===== src/hdl/fan_monitor_cfg.svh =====
`ifndef FAN_MONITOR_CFG_SVH
`define FAN_MONITOR_CFG_SVH

// Register indices; the byte address on the bus is four times the index.
`define IDX_OVERTEMP_FLAGS 8'h05
`define IDX_OVERTEMP_ALERT_MASK 8'h06
`define IDX_PWM2_DUTY_NOW 8'h0e
`define IDX_CH1_FAN_START_TEMP 8'h0f
`define IDX_CH2_FAN_START_TEMP 8'h10
`define IDX_FAN_SETUP 8'h11
`define IDX_DUTY_SLEW_RATE 8'h12
`define IDX_DUTY_STEP_SIZE 8'h13
`define IDX_PWM_FREQ_SELECT 8'h14
`define IDX_PIN_DIRECTION 8'h15
`define IDX_PIN_LEVEL 8'h16
`define IDX_EVENT_STATUS 8'h20
`define IDX_EVENT_ENABLE 8'h21
`define IDX_SILICON_REVISION 8'hfd
`define IDX_PART_CODE 8'hfe
`define IDX_VENDOR_CODE 8'hff

// Field positions.
`define BIT_CH1_FAULT 7
`define BIT_CH2_FAULT 6
`define EVT_CH1 0
`define EVT_CH2 1
`define EVT_ALERT 2
`define EVENT_BITS 3

// Writable bits of the partly implemented registers.
`define FLAGS_MASK 8'hc0
`define FREQ_SELECT_MASK 8'he0
`define PIN_MASK 8'h1f

// Reset values.
`define RST_OVERTEMP_FLAGS 8'h00
`define RST_OVERTEMP_ALERT_MASK 8'h00
`define RST_FAN_START_TEMP 8'h00
`define RST_FAN_SETUP 8'h00
`define RST_DUTY_SLEW_RATE 8'hb4
`define RST_DUTY_STEP_SIZE 8'h55
`define RST_PWM_FREQ_SELECT 8'h40
`define RST_PIN_DIRECTION 8'h00
`define RST_EVENT 3'h0

`endif


===== src/hdl/fan_monitor_pkg.sv =====
package fan_monitor_pkg;

    typedef logic [7:0] reg_byte_t;
    typedef logic [4:0] pin_vec_t;

    // Gray order along idle, answer.
    typedef enum logic [1:0] {
        BUS_IDLE = 2'b00,
        BUS_ANSWER = 2'b01
    } bus_state_t;

endpackage


===== src/hdl/overtemp_alert_status_mask.sv =====
`timescale 1ns/1ps
`include "fan_monitor_cfg.svh"
// Operation
// - A channel 1 fault at a measurement sets status bit 7.
// - A channel 2 fault at a measurement sets status bit 6.
// - The status register is cleared only by reading it.
// - Reading status releases the alert pin to high impedance.
// - A fault still present at the next measurement sets status and alert again.
// - Status reads zero after reset.
// - Mask bit 7 set keeps channel 1 faults off the alert pin.
// - Mask bit 6 set keeps channel 2 faults off the alert pin.
// - The mask reads zero after reset, both channels unmasked.
// - The five pin level bits start from the five strap inputs.
// - An over-limit unmasked channel drives the alert pin low.
module overtemp_alert_status_mask #(
    parameter logic [7:0] REVISION_VALUE = 8'h11,
    parameter logic [7:0] PART_VALUE = 8'h22,
    parameter logic [7:0] VENDOR_VALUE = 8'h33,
    parameter int PIN_COUNT = 5
) (
    input wire logic clk_i,
    input wire logic rst_i,
    input wire logic cyc_i,
    input wire logic stb_i,
    input wire logic we_i,
    input wire logic [9:2] adr_i,
    input wire logic [3:0] sel_i,
    input wire logic [31:0] dat_i,
    output logic [31:0] dat_o,
    output logic ack_o,
    output logic irq_o,
    input wire logic meas_done_i,
    input wire logic ch1_over_i,
    input wire logic ch2_over_i,
    input wire fan_monitor_pkg::reg_byte_t pwm2_duty_now_i,
    output logic overtemp_alert_out_n_o,
    output logic overtemp_alert_out_n_oe_o,
    input wire fan_monitor_pkg::pin_vec_t pin_power_up_strap_i,
    input wire fan_monitor_pkg::pin_vec_t general_pin_bit_i,
    output fan_monitor_pkg::pin_vec_t general_pin_bit_o,
    output fan_monitor_pkg::pin_vec_t general_pin_bit_oe_o,
    output fan_monitor_pkg::reg_byte_t ch1_fan_start_temp_o,
    output fan_monitor_pkg::reg_byte_t ch2_fan_start_temp_o,
    output fan_monitor_pkg::reg_byte_t fan_setup_o,
    output fan_monitor_pkg::reg_byte_t duty_slew_rate_o,
    output fan_monitor_pkg::reg_byte_t duty_step_size_o,
    output logic [2:0] pwm_freq_select_o
);
    import fan_monitor_pkg::*;

    // The pin logic is written for exactly five pins, so refuse any other count.
    if (PIN_COUNT != 5) begin : g_bad_pin_count
        $error("PIN_COUNT must be 5");
    end

    logic rd_stb;
    logic wr_stb;
    reg_byte_t idx;
    reg_byte_t wdata;
    logic lane0;
    reg_byte_t overtemp_flags;
    reg_byte_t overtemp_alert_mask;
    reg_byte_t ch1_fan_start_temp;
    reg_byte_t ch2_fan_start_temp;
    reg_byte_t fan_setup;
    reg_byte_t duty_slew_rate;
    reg_byte_t duty_step_size;
    reg_byte_t pwm_freq_select;
    reg_byte_t pin_direction;
    reg_byte_t pin_level;
    logic [`EVENT_BITS-1:0] event_status;
    logic [`EVENT_BITS-1:0] event_enable;
    logic [`EVENT_BITS-1:0] next_events;
    logic alert_active;
    logic alert_seen;
    logic ch1_set;
    logic ch2_set;
    logic flags_read;
    logic strap_pending;
    reg_byte_t next_rdata;

    function automatic logic write_hit(input reg_byte_t reg_idx);
        write_hit = wr_stb && lane0 && (idx == reg_idx);
    endfunction

    assign wdata = dat_i[7:0];
    assign lane0 = sel_i[0];

    wb_reg_port bus_port (
        .clk_i(clk_i),
        .rst_i(rst_i),
        .cyc_i(cyc_i),
        .stb_i(stb_i),
        .we_i(we_i),
        .adr_i(adr_i),
        .ack_o(ack_o),
        .rd_stb_o(rd_stb),
        .wr_stb_o(wr_stb),
        .idx_o(idx)
    );

    // Only a read clears the flags; a write to this index is dropped.
    assign flags_read = rd_stb && (idx == `IDX_OVERTEMP_FLAGS);

    overtemp_flag_unit flag_unit (
        .clk_i(clk_i),
        .rst_i(rst_i),
        .meas_done_i(meas_done_i),
        .ch1_over_i(ch1_over_i),
        .ch2_over_i(ch2_over_i),
        .flags_read_i(flags_read),
        .alert_mask_i(overtemp_alert_mask),
        .flags_o(overtemp_flags),
        .alert_active_o(alert_active),
        .ch1_set_o(ch1_set),
        .ch2_set_o(ch2_set)
    );

    // Open-drain alert: the pin only ever pulls low; released means enable off.
    assign overtemp_alert_out_n_o = 1'b0;
    assign overtemp_alert_out_n_oe_o = alert_active;

    always_ff @(posedge clk_i) begin
        if (rst_i) begin
            overtemp_alert_mask <= `RST_OVERTEMP_ALERT_MASK;
        end else if (write_hit(`IDX_OVERTEMP_ALERT_MASK)) begin
            overtemp_alert_mask <= wdata & `FLAGS_MASK;
        end
    end

    always_ff @(posedge clk_i) begin
        if (rst_i) begin
            ch1_fan_start_temp <= `RST_FAN_START_TEMP;
            ch2_fan_start_temp <= `RST_FAN_START_TEMP;
        end else begin
            if (write_hit(`IDX_CH1_FAN_START_TEMP)) begin
                ch1_fan_start_temp <= wdata;
            end
            if (write_hit(`IDX_CH2_FAN_START_TEMP)) begin
                ch2_fan_start_temp <= wdata;
            end
        end
    end

    always_ff @(posedge clk_i) begin
        if (rst_i) begin
            fan_setup <= `RST_FAN_SETUP;
            duty_slew_rate <= `RST_DUTY_SLEW_RATE;
            duty_step_size <= `RST_DUTY_STEP_SIZE;
            pwm_freq_select <= `RST_PWM_FREQ_SELECT;
        end else begin
            if (write_hit(`IDX_FAN_SETUP)) begin
                fan_setup <= wdata;
            end
            if (write_hit(`IDX_DUTY_SLEW_RATE)) begin
                duty_slew_rate <= wdata;
            end
            if (write_hit(`IDX_DUTY_STEP_SIZE)) begin
                duty_step_size <= wdata;
            end
            if (write_hit(`IDX_PWM_FREQ_SELECT)) begin
                pwm_freq_select <= wdata & `FREQ_SELECT_MASK;
            end
        end
    end

    assign ch1_fan_start_temp_o = ch1_fan_start_temp;
    assign ch2_fan_start_temp_o = ch2_fan_start_temp;
    assign fan_setup_o = fan_setup;
    assign duty_slew_rate_o = duty_slew_rate;
    assign duty_step_size_o = duty_step_size;
    assign pwm_freq_select_o = pwm_freq_select[7:5];

    always_ff @(posedge clk_i) begin
        if (rst_i) begin
            pin_direction <= `RST_PIN_DIRECTION;
        end else if (write_hit(`IDX_PIN_DIRECTION)) begin
            pin_direction <= wdata & `PIN_MASK;
        end
    end

    // The strap level is caught on the first edge after reset, not inside reset,
    // so the reset branch stays constant.
    always_ff @(posedge clk_i) begin
        if (rst_i) begin
            strap_pending <= 1'b1;
        end else begin
            strap_pending <= 1'b0;
        end
    end

    always_ff @(posedge clk_i) begin
        if (rst_i) begin
            pin_level <= 8'h00;
        end else if (strap_pending) begin
            pin_level <= {3'h0, pin_power_up_strap_i};
        end else if (write_hit(`IDX_PIN_LEVEL)) begin
            pin_level <= wdata & `PIN_MASK;
        end
    end

    // Direction bit zero means output, so the enable is its inverse.
    assign general_pin_bit_o = pin_level[4:0];
    assign general_pin_bit_oe_o = ~pin_direction[4:0];

    // Events: each channel setting its fault, and the alert pin newly asserting.
    always_ff @(posedge clk_i) begin
        if (rst_i) begin
            alert_seen <= 1'b0;
        end else begin
            alert_seen <= alert_active;
        end
    end

    always_comb begin
        next_events = '0;
        next_events[`EVT_CH1] = ch1_set;
        next_events[`EVT_CH2] = ch2_set;
        next_events[`EVT_ALERT] = alert_active && !alert_seen;
    end

    // A new event outranks a write-one-to-clear in the same cycle.
    always_ff @(posedge clk_i) begin
        if (rst_i) begin
            event_status <= `RST_EVENT;
        end else if (write_hit(`IDX_EVENT_STATUS)) begin
            event_status <= (event_status & ~wdata[`EVENT_BITS-1:0]) | next_events;
        end else begin
            event_status <= event_status | next_events;
        end
    end

    always_ff @(posedge clk_i) begin
        if (rst_i) begin
            event_enable <= `RST_EVENT;
        end else if (write_hit(`IDX_EVENT_ENABLE)) begin
            event_enable <= wdata[`EVENT_BITS-1:0];
        end
    end

    assign irq_o = |(event_status & event_enable);

    // Read-only and unmapped indices have no write branch anywhere above.
    always_comb begin
        next_rdata = 8'h00;
        if (idx == `IDX_OVERTEMP_FLAGS) begin
            next_rdata = overtemp_flags;
        end else if (idx == `IDX_OVERTEMP_ALERT_MASK) begin
            next_rdata = overtemp_alert_mask;
        end else if (idx == `IDX_PWM2_DUTY_NOW) begin
            next_rdata = pwm2_duty_now_i;
        end else if (idx == `IDX_CH1_FAN_START_TEMP) begin
            next_rdata = ch1_fan_start_temp;
        end else if (idx == `IDX_CH2_FAN_START_TEMP) begin
            next_rdata = ch2_fan_start_temp;
        end else if (idx == `IDX_FAN_SETUP) begin
            next_rdata = fan_setup;
        end else if (idx == `IDX_DUTY_SLEW_RATE) begin
            next_rdata = duty_slew_rate;
        end else if (idx == `IDX_DUTY_STEP_SIZE) begin
            next_rdata = duty_step_size;
        end else if (idx == `IDX_PWM_FREQ_SELECT) begin
            next_rdata = pwm_freq_select;
        end else if (idx == `IDX_PIN_DIRECTION) begin
            next_rdata = pin_direction;
        end else if (idx == `IDX_PIN_LEVEL) begin
            // Input pins read their live level, output pins the stored value.
            next_rdata = {3'h0, (general_pin_bit_i & pin_direction[4:0])
                | (pin_level[4:0] & ~pin_direction[4:0])};
        end else if (idx == `IDX_EVENT_STATUS) begin
            next_rdata = {5'h00, event_status};
        end else if (idx == `IDX_EVENT_ENABLE) begin
            next_rdata = {5'h00, event_enable};
        end else if (idx == `IDX_SILICON_REVISION) begin
            next_rdata = REVISION_VALUE;
        end else if (idx == `IDX_PART_CODE) begin
            next_rdata = PART_VALUE;
        end else if (idx == `IDX_VENDOR_CODE) begin
            next_rdata = VENDOR_VALUE;
        end
    end

    // Data is captured on the same edge as a clearing read, so the old flags return.
    always_ff @(posedge clk_i) begin
        if (rst_i) begin
            dat_o <= 32'h0000_0000;
        end else if (rd_stb) begin
            dat_o <= {24'h00_0000, next_rdata};
        end
    end

endmodule


===== src/hdl/wb_reg_port.sv =====
`timescale 1ns/1ps
module wb_reg_port (
    input wire logic clk_i,
    input wire logic rst_i,
    input wire logic cyc_i,
    input wire logic stb_i,
    input wire logic we_i,
    input wire logic [9:2] adr_i,
    output logic ack_o,
    output logic rd_stb_o,
    output logic wr_stb_o,
    output fan_monitor_pkg::reg_byte_t idx_o
);
    import fan_monitor_pkg::*;

    bus_state_t state;

    // The access is carried out on the edge that raises ack, one cycle before the
    // master samples it, so the returned data is the value from before any read side effect.
    always_ff @(posedge clk_i) begin
        if (rst_i) begin
            state <= BUS_IDLE;
        end else begin
            case (state)
                BUS_IDLE: begin
                    if (cyc_i && stb_i) begin
                        state <= BUS_ANSWER;
                    end
                end
                BUS_ANSWER: state <= BUS_IDLE;
                default: state <= BUS_IDLE;
            endcase
        end
    end

    assign ack_o = (state == BUS_ANSWER);
    assign rd_stb_o = (state == BUS_IDLE) && cyc_i && stb_i && !we_i;
    assign wr_stb_o = (state == BUS_IDLE) && cyc_i && stb_i && we_i;
    assign idx_o = adr_i;

endmodule


===== src/hdl/overtemp_flag_unit.sv =====
`timescale 1ns/1ps
`include "fan_monitor_cfg.svh"
module overtemp_flag_unit (
    input wire logic clk_i,
    input wire logic rst_i,
    input wire logic meas_done_i,
    input wire logic ch1_over_i,
    input wire logic ch2_over_i,
    input wire logic flags_read_i,
    input wire fan_monitor_pkg::reg_byte_t alert_mask_i,
    output fan_monitor_pkg::reg_byte_t flags_o,
    output logic alert_active_o,
    output logic ch1_set_o,
    output logic ch2_set_o
);
    import fan_monitor_pkg::*;

    // Faults are sampled only at the end of a measurement cycle.
    assign ch1_set_o = meas_done_i && ch1_over_i;
    assign ch2_set_o = meas_done_i && ch2_over_i;

    // A fault seen in the same cycle as the clearing read is kept, so no fault is lost.
    always_ff @(posedge clk_i) begin
        if (rst_i) begin
            flags_o <= `RST_OVERTEMP_FLAGS;
        end else begin
            if (flags_read_i) begin
                flags_o <= 8'h00;
            end
            if (ch1_set_o) begin
                flags_o[`BIT_CH1_FAULT] <= 1'b1;
            end
            if (ch2_set_o) begin
                flags_o[`BIT_CH2_FAULT] <= 1'b1;
            end
        end
    end

    // Alert follows unmasked flags; clearing on read releases it until re-set.
    assign alert_active_o = |(flags_o & ~alert_mask_i & `FLAGS_MASK);

endmodule


===== config.mk =====
export PLATFORM = sky130hd
export DESIGN_NAME = overtemp_alert_status_mask
export DESIGN_NICKNAME = d
export VERILOG_FILES = /design/src/hdl/fan_monitor_pkg.sv /design/src/hdl/overtemp_alert_status_mask.sv /design/src/hdl/wb_reg_port.sv /design/src/hdl/overtemp_flag_unit.sv
export VERILOG_INCLUDE_DIRS = /design/src /design/src/hdl
export SDC_FILE = /design/constraint.sdc
export NUM_CORES = 1
export LEC_CHECK = 0
export ABC_AREA = 1
export BUFFER_PORTS_ARGS = -buffer_cell sky130_fd_sc_hd__buf_4
export CAP_MARGIN = 20
export CORE_MARGIN = 1.5
export CORE_UTILIZATION = 29
export DETAILED_ROUTE_END_ITERATION = 10
export PLACE_DENSITY = 0.62
export SYNTH_ARGS = -nofsm -noshare
export SYNTH_HDL_FRONTEND = slang
export SYNTH_SLANG_ARGS = --single-unit

===== constraint.sdc =====
create_clock -name clk_i -period 1.25 [get_ports clk_i]
set_input_delay 0.25 -clock clk_i [delete_from_list [all_inputs] [get_ports clk_i]]
set_output_delay 0.25 -clock clk_i [all_outputs]
set_load 0.02 [all_outputs]

==> results of run 1 <==
-- power by group through the flow --
stage          sequential, mW  clock (mW)  combinational, mW
6_report                 2.41        2.80              0.812
5_1_grt                  2.41        2.93              0.864
4_1_cts                  2.41        2.82              0.701
3_5_place_dp             2.46           0              0.631
3_3_place_gp             2.46           0              0.627
2_1_floorplan            2.47           0              0.354
-- placed cells by master (no fill, tap or decap), types with 11 or more instances in the layout --
cell type / instances
conb_1: 25
nor2_1: 35
nor2_4: 23
nand2_4: 12
o211ai_1: 11
inv_2: 15
o21ai_2: 29
nor2_2: 13
a21oi_2: 16
buf_4: 149
nand3_1: 13
nand2_1: 101
buf_6: 39
o21ai_1: 12
buf_12: 12
inv_1: 35
a21oi_1: 31
dfxtp_2: 13
nand2_2: 18
dfxtp_1: 60
-- path summary, 6_finish.rpt --
kind                            slack (ps)  depth (start not counted)         startpoint             endpoint
worst min-delay path                   150                          3           dat_i[6]  duty_step_size_o[6]
worst max-delay path                  -190                          8  bus_port.state[0]  duty_slew_rate_o[0]
worst max register to register        -190                          8  bus_port.state[0]  duty_slew_rate_o[0]
worst min register to register         420                          1         alert_seen      event_status[2]
-- layer usage --
layer	up-vias	GRT usage (%)	part of all wire [%]
li1	2144	-	-
met1	2108	26.0	45
met2	140	32.5	49
met3	21	4.07	4.7
met4	0	5.34	1.9
met5	-	0	0
-- layout make-up --
class	instances	area (µm²)
fill	1153	5990
timing repair buffer	206	1900
sequential	74	1500
clock buffer	13	282
clock inverter	3	43.8
multi-input combinational	391	2500
inverter	64	334
tap	172	215
-- cell usage after synthesis, drive strengths merged --
master,number
a211oi,16
a21oi,47
a31oi,3
buf,31
clkbuf,6
conb,1
dfxtp,74
dlygate4sd1,1
inv,64
nand2,135
nand3,18
nand4,9
nor2,71
nor3,6
o211ai,11
o21ai,44
o22ai,2
or2,3
-- worst reg2reg max path: cells and delay by family, from the launching register on --
kind,cells,cell delay [ps]
and+or+nand+nor,3,370
AOI/OAI and AO/OA,2,180
buffers and inverters,3,460
DFF,1,350
-- registers in the layout, summed over array words and instances (netlist names) --
signal and flops:
event_status 3, fan_setup_o 8, ch2_fan_start_temp_o 8, ch1_fan_start_temp_o 8, overtemp_alert_mask 2, dat_o 8, strap_pending 1, event_enable 3
pin_level 5, duty_step_size_o 8, flag_unit.flags_o 2, alert_seen 1, pin_direction 5, pwm_freq_select 3, duty_slew_rate_o 8, bus_port.state 1
-- logic make-up (layout without fill, tap and decap cells) --
family	Yosys count	count (layout)
AND/OR/NAND/NOR	242	243
AO/OA/AOI/OAI	123	123
buffers and inverters	102	286
flip-flops	74	74
other	1	25
-- repair_timing --
item                                    CTS  global route
endpoints found under the setup margin   72            75
gates resized for setup                  99           151
cloned                                    3             1
setup buffers                            20            22
pin swaps                                45            48
==> results.py, run 1 <==
metrics = {
    "hold_path": {
        "hold_path.class": "input port to register",
    },
    "clocking": {
        "cts_htree_levels": 3,
        "hold_buffers": 0,
        "path_clk_slew_ps": 60,
        "clock_latency_ps": 340,
        "cts_tree": "done",
        "clock-sinks": 74,
        "clock_path_buffers": 2,
        "cts_root_buf": "clkbuf_16",
        "cts_buffers": 9,
    },
    "synth": {
        "synth_seq_cells": 74,
        "synth_top_family_by_area": "simple AND/OR/NAND/NOR gates",
        "synth-compound-area-share_pct": 18.6,
        "synthMuxAreaShare_pct": 0,
        "synth_top_area_share_pct": 38.7,
        "synth-simple-area-share_pct": 29.1,
        "synth_area_per_cell_um2": 7.06,
        "syn_inst": 542,
        "synth_xor_area_share_pct": 0,
        "yosys_warnings": 0,
        "synth_cell_types": 37,
        "ys_top_cells_by_area": "dfxtp_1 (39%), nand2_1 (13%), a21oi_1 (6.1%), nor2_1 (5.5%), o21ai_0 (5.1%)",
        "yosysTopAreaCell": "dfxtp_1",
        "synth_area_um2": 3830,
        "synth_fa_ha_area_share_pct": 0,
        "synth_seq_area_share_pct": 38.7,
    },
    "finish": {
        "areaGrowthSynthToFinish_pct": 77.1,
        "diodes": 0,
        "final_util_pct": 53.1,
        "drive_above_1_share_pct": 53.4,
        "final_cell_area_um2": 6780,
        "nets": 816,
        "finalNonFillerCells": 923,
    },
    "global_routing": {
        "grt_pass1_vias": 4228,
        "grt_usage_pct": 19.7,
        "antenna_found_initial": 0,
        "grt_pass1_wl_um": 21700,
        "gr-total-overflow": 0,
        "grt_max_degree": 35,
    },
    "worst_setup_path": {
        "crit_required_ps": 1520,
        "critPathBufInv": 3,
        "cp_max_fo": 7,
        "path_cells": "nor2_4, nand3_4, buf_12, buf_6, nor3_4, buf_6, o21ai_2, a21oi_1",
        "critPathCaptureType": "register",
        "crit_type": "register to register",
        "critPathTopFamily": "buffers and inverters",
        "max_stage_delay_ps": 350,
        "crit_slowest_cell": "dfxtp_4",
        "crit_path_start_kind": "register",
        "cpMostUsedCell": "buf_6",
        "cp.arrival_ps": 1710,
    },
    "floorplanning": {
        "dieHeight_um": 118,
        "ios": 159,
        "row_count": 41,
        "initial_utilization_pct": 30.0,
        "coreArea_um2": 12800,
        "die_w_um": 118,
        "dieArea_um2": 13900,
    },
    "pwr": {
        "p_leak_nw": 3.14,
        "power_per_cell_area_nw_per_um2": 888,
        "p_int_mw": 4.52,
        "peakVddDrop_mv": 0.628,
        "power_frac_comb_pct": 13.5,
        "p_sw_mw": 1.51,
        "seqPwrFrac_pct": 40.0,
        "swShare_pct": 25.0,
        "finalPower_mw": 6.02,
        "pwr-share-clk_pct": 46.5,
    },
    "route": {
        "ant_nets": 0,
        "via_per_inst": 4.78,
        "drt-initial-drc-count": 213,
        "wl_per_cell_um": 15.4,
        "drc": 0,
        "firstDrtPassIters": 5,
        "vias": 4413,
        "wirelength_um": 14200,
    },
    "timing": {
        "setup_viol": 71,
        "tns_ps": -5490,
        "fin_skew_ps": 6.19,
        "worst_slack_ps": -188,
        "period_needed_ps": 1440,
        "hold_ws_ps": 151,
        "hold_viol": 0,
        "grt_setup_unrepaired": "yes",
        "drv_slew": 0,
        "post-route-period-util_pct": 115,
        "fmax_mhz": 696,
    },
    "placed_design": {
        "dp_hpwl_um": 10100,
        "placed_area_um2": 5290,
        "pre_cts_slack_ps": -603,
        "post-place-cells": 863,
        "port_buffers": 106,
        "place_congestion": 0.931,
    },
    "flow_run": {
        "maxCapViolations": 0,
    },
    "status": {
        "failed_checks": "setup timing",
        "status": "finished with violations",
    },
}
(Power assumes the default switching activity.)
==> run 2: changes to the inputs <==
--- a/config.mk
+++ b/config.mk
@@ -10,9 +10,9 @@
 export BUFFER_PORTS_ARGS = -buffer_cell sky130_fd_sc_hd__buf_4
 export CAP_MARGIN = 20
 export CORE_MARGIN = 1.5
-export CORE_UTILIZATION = 29
+export CORE_UTILIZATION = 30
 export DETAILED_ROUTE_END_ITERATION = 10
-export PLACE_DENSITY = 0.62
+export PLACE_DENSITY = 0.63
 export SYNTH_ARGS = -nofsm -noshare
 export SYNTH_HDL_FRONTEND = slang
 export SYNTH_SLANG_ARGS = --single-unit
==> results.py, run 2 (synthesis results as in run 1) <==
metrics = {
    "pwr": {
        "swShare_pct": 27.4,
        "p_sw_mw": 1.57,
        "p_int_mw": 4.15,
        "pwr-share-clk_pct": 43.6,
        "finalPower_mw": 5.72,
        "power_frac_comb_pct": 14.2,
        "p_leak_nw": 2.95,
        "peakVddDrop_mv": 0.578,
        "seqPwrFrac_pct": 42.2,
        "power_per_cell_area_nw_per_um2": 857,
    },
    "worst_setup_path": {
        "r2r-start": "bus_port.state[0]",
        "worstRegToRegCells": 6,
        "crit_start": "adr_i[3]",
        "reg2reg_slack_ps": -200,
        "r2r-end": "fan_setup_o[4]",
        "cp.arrival_ps": 1680,
        "critPathCaptureType": "register",
        "cp_max_fo": 4,
        "crit_type": "input port to register",
        "crit_path_start_kind": "input port",
        "crit_required_ps": 1470,
    },
    "clocking": {
        "clock_path_buffers": 2,
        "cts_tree": "done",
        "cts_htree_levels": 3,
        "clock-sinks": 74,
        "path_clk_slew_ps": 70,
        "hold_buffers": 0,
        "clock_latency_ps": 340,
        "cts_root_buf": "clkbuf_16",
        "cts_buffers": 9,
    },
    "status": {
        "failed_checks": "setup timing",
        "status": "finished with violations",
    },
    "finish": {
        "diodes": 0,
        "final_util_pct": 53.4,
        "layout_common_cells": "buf_4 (142), nand2_1 (106), dfxtp_1 (61)",
        "drive_above_1_share_pct": 53.0,
        "nets": 803,
        "layout_commonest_cell": "buf_4",
        "areaGrowthSynthToFinish_pct": 74.5,
    },
    "route": {
        "firstDrtPassIters": 4,
        "wirelength_um": 14100,
        "ant_nets": 0,
        "via_per_inst": 4.72,
        "wl_per_cell_um": 15.5,
        "drt-initial-drc-count": 182,
        "vias": 4291,
        "drc": 0,
    },
    "timing": {
        "fin_skew_ps": 7.85,
        "fmax_mhz": 684,
        "hold_ws_ps": 155,
        "grt_setup_unrepaired": "yes",
        "period_needed_ps": 1460,
        "worst_slack_ps": -212,
        "post-route-period-util_pct": 117,
        "setup_viol": 74,
        "drv_slew": 0,
        "hold_viol": 0,
    },
    "floorplanning": {
        "initial_utilization_pct": 30.6,
        "coreArea_um2": 12500,
        "row_count": 41,
        "dieHeight_um": 116,
        "dieArea_um2": 13400,
        "die_w_um": 116,
        "ios": 159,
    },
    "global_routing": {
        "grt_pass1_wl_um": 21100,
        "grt_pass1_vias": 4080,
        "antenna_found_initial": 0,
        "gr-total-overflow": 0,
        "grt_max_degree": 35,
        "grt_usage_pct": 20.7,
    },
    "hold_path": {
        "hold_end": "duty_step_size_o[6]",
        "min_from": "dat_i[6]",
        "hold_depth": 3,
        "hold_path.class": "input port to register",
    },
    "placed_design": {
        "dp_hpwl_um": 10100,
        "port_buffers": 106,
        "place_congestion": 0.867,
    },
    "flow_run": {
        "maxCapViolations": 0,
    },
}
==> run 2: cell count changes in the layout (fill, tap and decap cells not counted), moves of 4 or more <==
| cell | previous run | this run |
|---|---|---|
| buf_4 | 149 | 142 |
| buf_6 | 39 | 33 |
| inv_2 | 15 | 11 |
| nand2_1 | 101 | 106 |
| nand2_4 | 12 | 6 |
| nor2_1 | 35 | 30 |
| nor2_2 | 13 | 17 |
| o21ai_1 | 12 | 8 |
==> run 2: critical path, stage by stage <==
cell and delay [ps]:
buf_12 120, inv_16 60, buf_12 100, nand2_8 50, nor2_4 80, nand2_2 70, or2_0 210, nand2_1 80
nand2_1 60, nand2_2 90, nand4_1 150, nor2_2 150, nand2_1 80, nand2_1 70, a21oi_1 50
==> run 2: power by group through the flow <==
stage | clock [mW] | combinational (mW) | sequential, mW
after floorplan | 0 | 0.354 | 2.47
after global placement | 0 | 0.643 | 2.46
after detailed placement | 0 | 0.649 | 2.46
after CTS | 2.51 | 0.731 | 2.41
after global routing | 2.61 | 0.868 | 2.42
final | 2.50 | 0.813 | 2.41
==> run 2: routing by layer <==
metal  vias to the layer above  wire length, µm  global-route usage [%]  share of wire [%]
met5                         -                0                       0                  0
met4                         0              269                    5.77                1.9
met3                        20              757                    3.66                5.4
met2                       133             7200                    35.8                 51
met1                      2027             5920                    26.5                 42
li1                       2111                -                       -                  -
==> run 2: worst max path at each step <==
| stage | cells past startpoint | slack, ps | to |
|---|---|---|---|
| global route | 10 | -270 | pin_level[3] |
| floorplan | 13 | -40 | dat_o[1] |
| detailed placement | 15 | -670 | dat_o[1] |
| finish | 15 | -210 | dat_o[1] |
| CTS | 15 | -200 | dat_o[1] |
| global placement | 15 | -630 | dat_o[1] |
==> run 2: stage by stage <==
step | TNS, ps | area [µm²] | instances | worst slack, ps
final | -9230 | 6680 | 910 | -212
after global routing | -14350 | 6680 | 910 | -274
after CTS | -5080 | 6120 | 896 | -202
after detailed placement | -20060 | 5330 | 866 | -667
after global placement | -18230 | 5330 | 866 | -627
after floorplan | -160 | 4070 | 566 | -43.2
==> run 2: repair_timing <==
item                                    4_1_cts  5_1_grt
cloned                                        2        1
pin swaps                                    49       51
hold endpoints to repair                      0        0
buffers inserted                             12       15
resized for setup                           125      121
endpoints found under the setup margin       74       76
==> run 2: final cells by class <==
type	count	area (µm²)
Fill cell	1161	5840
Multi-Input combinational cell	391	2540
Tap cell	172	215
Clock inverter	6	47.5
Timing Repair Buffer	193	1790
Inverter	64	342
Sequential cell	74	1500
Clock buffer	10	239
==> run 3: changes to the inputs <==
--- a/config.mk
+++ b/config.mk
@@ -12,7 +12,7 @@
 export CORE_MARGIN = 1.5
 export CORE_UTILIZATION = 30
 export DETAILED_ROUTE_END_ITERATION = 10
-export PLACE_DENSITY = 0.63
+export PLACE_DENSITY = 0.61
 export SYNTH_ARGS = -nofsm -noshare
 export SYNTH_HDL_FRONTEND = slang
 export SYNTH_SLANG_ARGS = --single-unit
==> constraint.sdc (replaced) <==
create_clock -name clk_i -period 1.8 [get_ports clk_i]
set_input_delay 0.36 -clock clk_i [delete_from_list [all_inputs] [get_ports clk_i]]
set_output_delay 0.36 -clock clk_i [all_outputs]
set_load 0.02 [all_outputs]
==> results.py, run 3 (synthesis results as in run 1) <==
metrics = {
    "route": {
        "drt-initial-drc-count": 180,
        "firstDrtPassIters": 4,
        "wirelength_um": 12000,
        "via_per_inst": 4.59,
        "vias": 3956,
        "drc": 0,
        "wl_per_cell_um": 14.0,
        "ant_nets": 0,
    },
    "finish": {
        "nets": 754,
        "layout_commonest_cell": "buf_4",
        "drive_above_1_share_pct": 29.5,
        "final_util_pct": 42.0,
        "diodes": 0,
        "areaGrowthSynthToFinish_pct": 37.3,
        "finalNonFillerCells": 861,
        "final_cell_area_um2": 5250,
        "layout_common_cells": "buf_4 (144), nand2_1 (131), dfxtp_1 (74)",
    },
    "clocking": {
        "clock-sinks": 74,
        "cts_htree_levels": 3,
        "ctsResizeCount": 0,
        "cts_root_buf": "clkbuf_16",
        "cts_setup_buffers": 0,
        "clock_latency_ps": 330,
        "cts_tree": "done",
        "hold_buffers": 0,
        "clock_path_buffers": 2,
        "cts_buffers": 9,
        "path_clk_slew_ps": 60,
    },
    "worst_setup_path": {
        "cp_max_fo": 4,
        "crit_required_ps": 2000,
        "critPathCaptureType": "register",
        "crit_type": "input port to register",
        "crit_path_start_kind": "input port",
        "cp.arrival_ps": 1820,
    },
    "timing": {
        "post-route-period-util_pct": 89.6,
        "tns_ps": 0,
        "fmax_mhz": 620,
        "setup_viol": 0,
        "hold_ws_ps": 261,
        "grt_setup_unrepaired": "no",
        "worst_slack_ps": 187,
        "period_needed_ps": 1610,
        "drv_slew": 0,
        "fin_skew_ps": 3.96,
        "hold_viol": 0,
    },
    "floorplanning": {
        "die_w_um": 116,
        "ios": 159,
        "row_count": 41,
        "dieArea_um2": 13400,
        "initial_utilization_pct": 30.6,
        "dieHeight_um": 116,
        "coreArea_um2": 12500,
    },
    "pwr": {
        "power_per_cell_area_nw_per_um2": 727,
        "seqPwrFrac_pct": 43.8,
        "peakVddDrop_mv": 0.329,
        "finalPower_mw": 3.82,
        "power_frac_comb_pct": 9.6,
        "swShare_pct": 24.1,
        "pwr-share-clk_pct": 46.6,
        "p_sw_mw": 0.920,
        "p_int_mw": 2.90,
        "p_leak_nw": 2.47,
    },
    "status": {
        "status": "finished, final reports clean",
    },
    "flow_run": {
        "maxCapViolations": 0,
    },
    "placed_design": {
        "dp_hpwl_um": 9420,
        "place_congestion": 0.859,
        "post-place-cells": 845,
        "port_buffers": 106,
        "placed_area_um2": 4960,
        "pre_cts_slack_ps": -134,
    },
    "global_routing": {
        "grt_max_degree": 41,
        "grt_pass1_wl_um": 18600,
        "grt_usage_pct": 18.3,
        "grt_pass1_vias": 3703,
        "antenna_found_initial": 0,
        "gr-total-overflow": 0,
    },
    "hold_path": {
        "hold_path.class": "input port to register",
    },
}
-- run 3: cell types whose count changed in the layout (fill, tap and decap cells not counted), moves of 12 or more --
cell     delta
o21ai_0    +36
buf_6      -33
o21ai_2    -29
nor2_1     +26
nand2_1    +25
a21oi_1    +19
a21oi_2    -18
nor2_4     -18
buf_12     -14
nand2_2    -14
dfxtp_1    +13
inv_1      +13
dfxtp_2    -12
-- run 3: cell type report --
cell class,instances,area [µm²]
inverters,64,240
flip-flops and latches,74,1480
clock inverters,5,53.8
multi-input cells,390,1920
repair buffers,145,1100
well taps,172,215
clock buffers,11,243
fillers,1319,7260
-- run 3: worst paths after layout --
kind	startpoint	endpoint	slack (ps)	cells after the start
max	adr_i[6]	dat_o[1]	190	14
min	dat_i[6]	duty_step_size_o[6]	260	3
max reg2reg	pin_direction[2]	dat_o[2]	290	11
min reg2reg	alert_seen	event_status[2]	430	1
-- run 3: worst max-delay path, stage by stage --
cell and delay (ps):
buf_4 120, inv_2 60, nand2_1 50, nor2_1 210, nand2_2 110, or2_0 210
nand2_1 70, nand2_1 40, nand2_1 90, nand4_1 150, nor2_1 150, nand2_1 80
nand2_1 60, a21oi_1 50
-- run 3: per-layer routing --
layer | part of all wire, % | global-route usage, % | wire length (µm) | vias to the layer above
li1 | - | - | - | 2013
met1 | 45 | 24.1 | 5430 | 1811
met2 | 48 | 30.0 | 5750 | 112
met3 | 4.5 | 2.51 | 541 | 20
met4 | 2.5 | 7.80 | 301 | 0
met5 | 0 | 0 | 0 | -
-- run 3: power groups by stage --
stage / combinational [mW] / sequential, mW / clock [mW]
finish: 0.368 / 1.67 / 1.78
floorplan: 0.224 / 1.72 / 0
global route: 0.403 / 1.68 / 1.87
global placement: 0.363 / 1.71 / 0
CTS: 0.369 / 1.67 / 1.82
detailed placement: 0.368 / 1.71 / 0
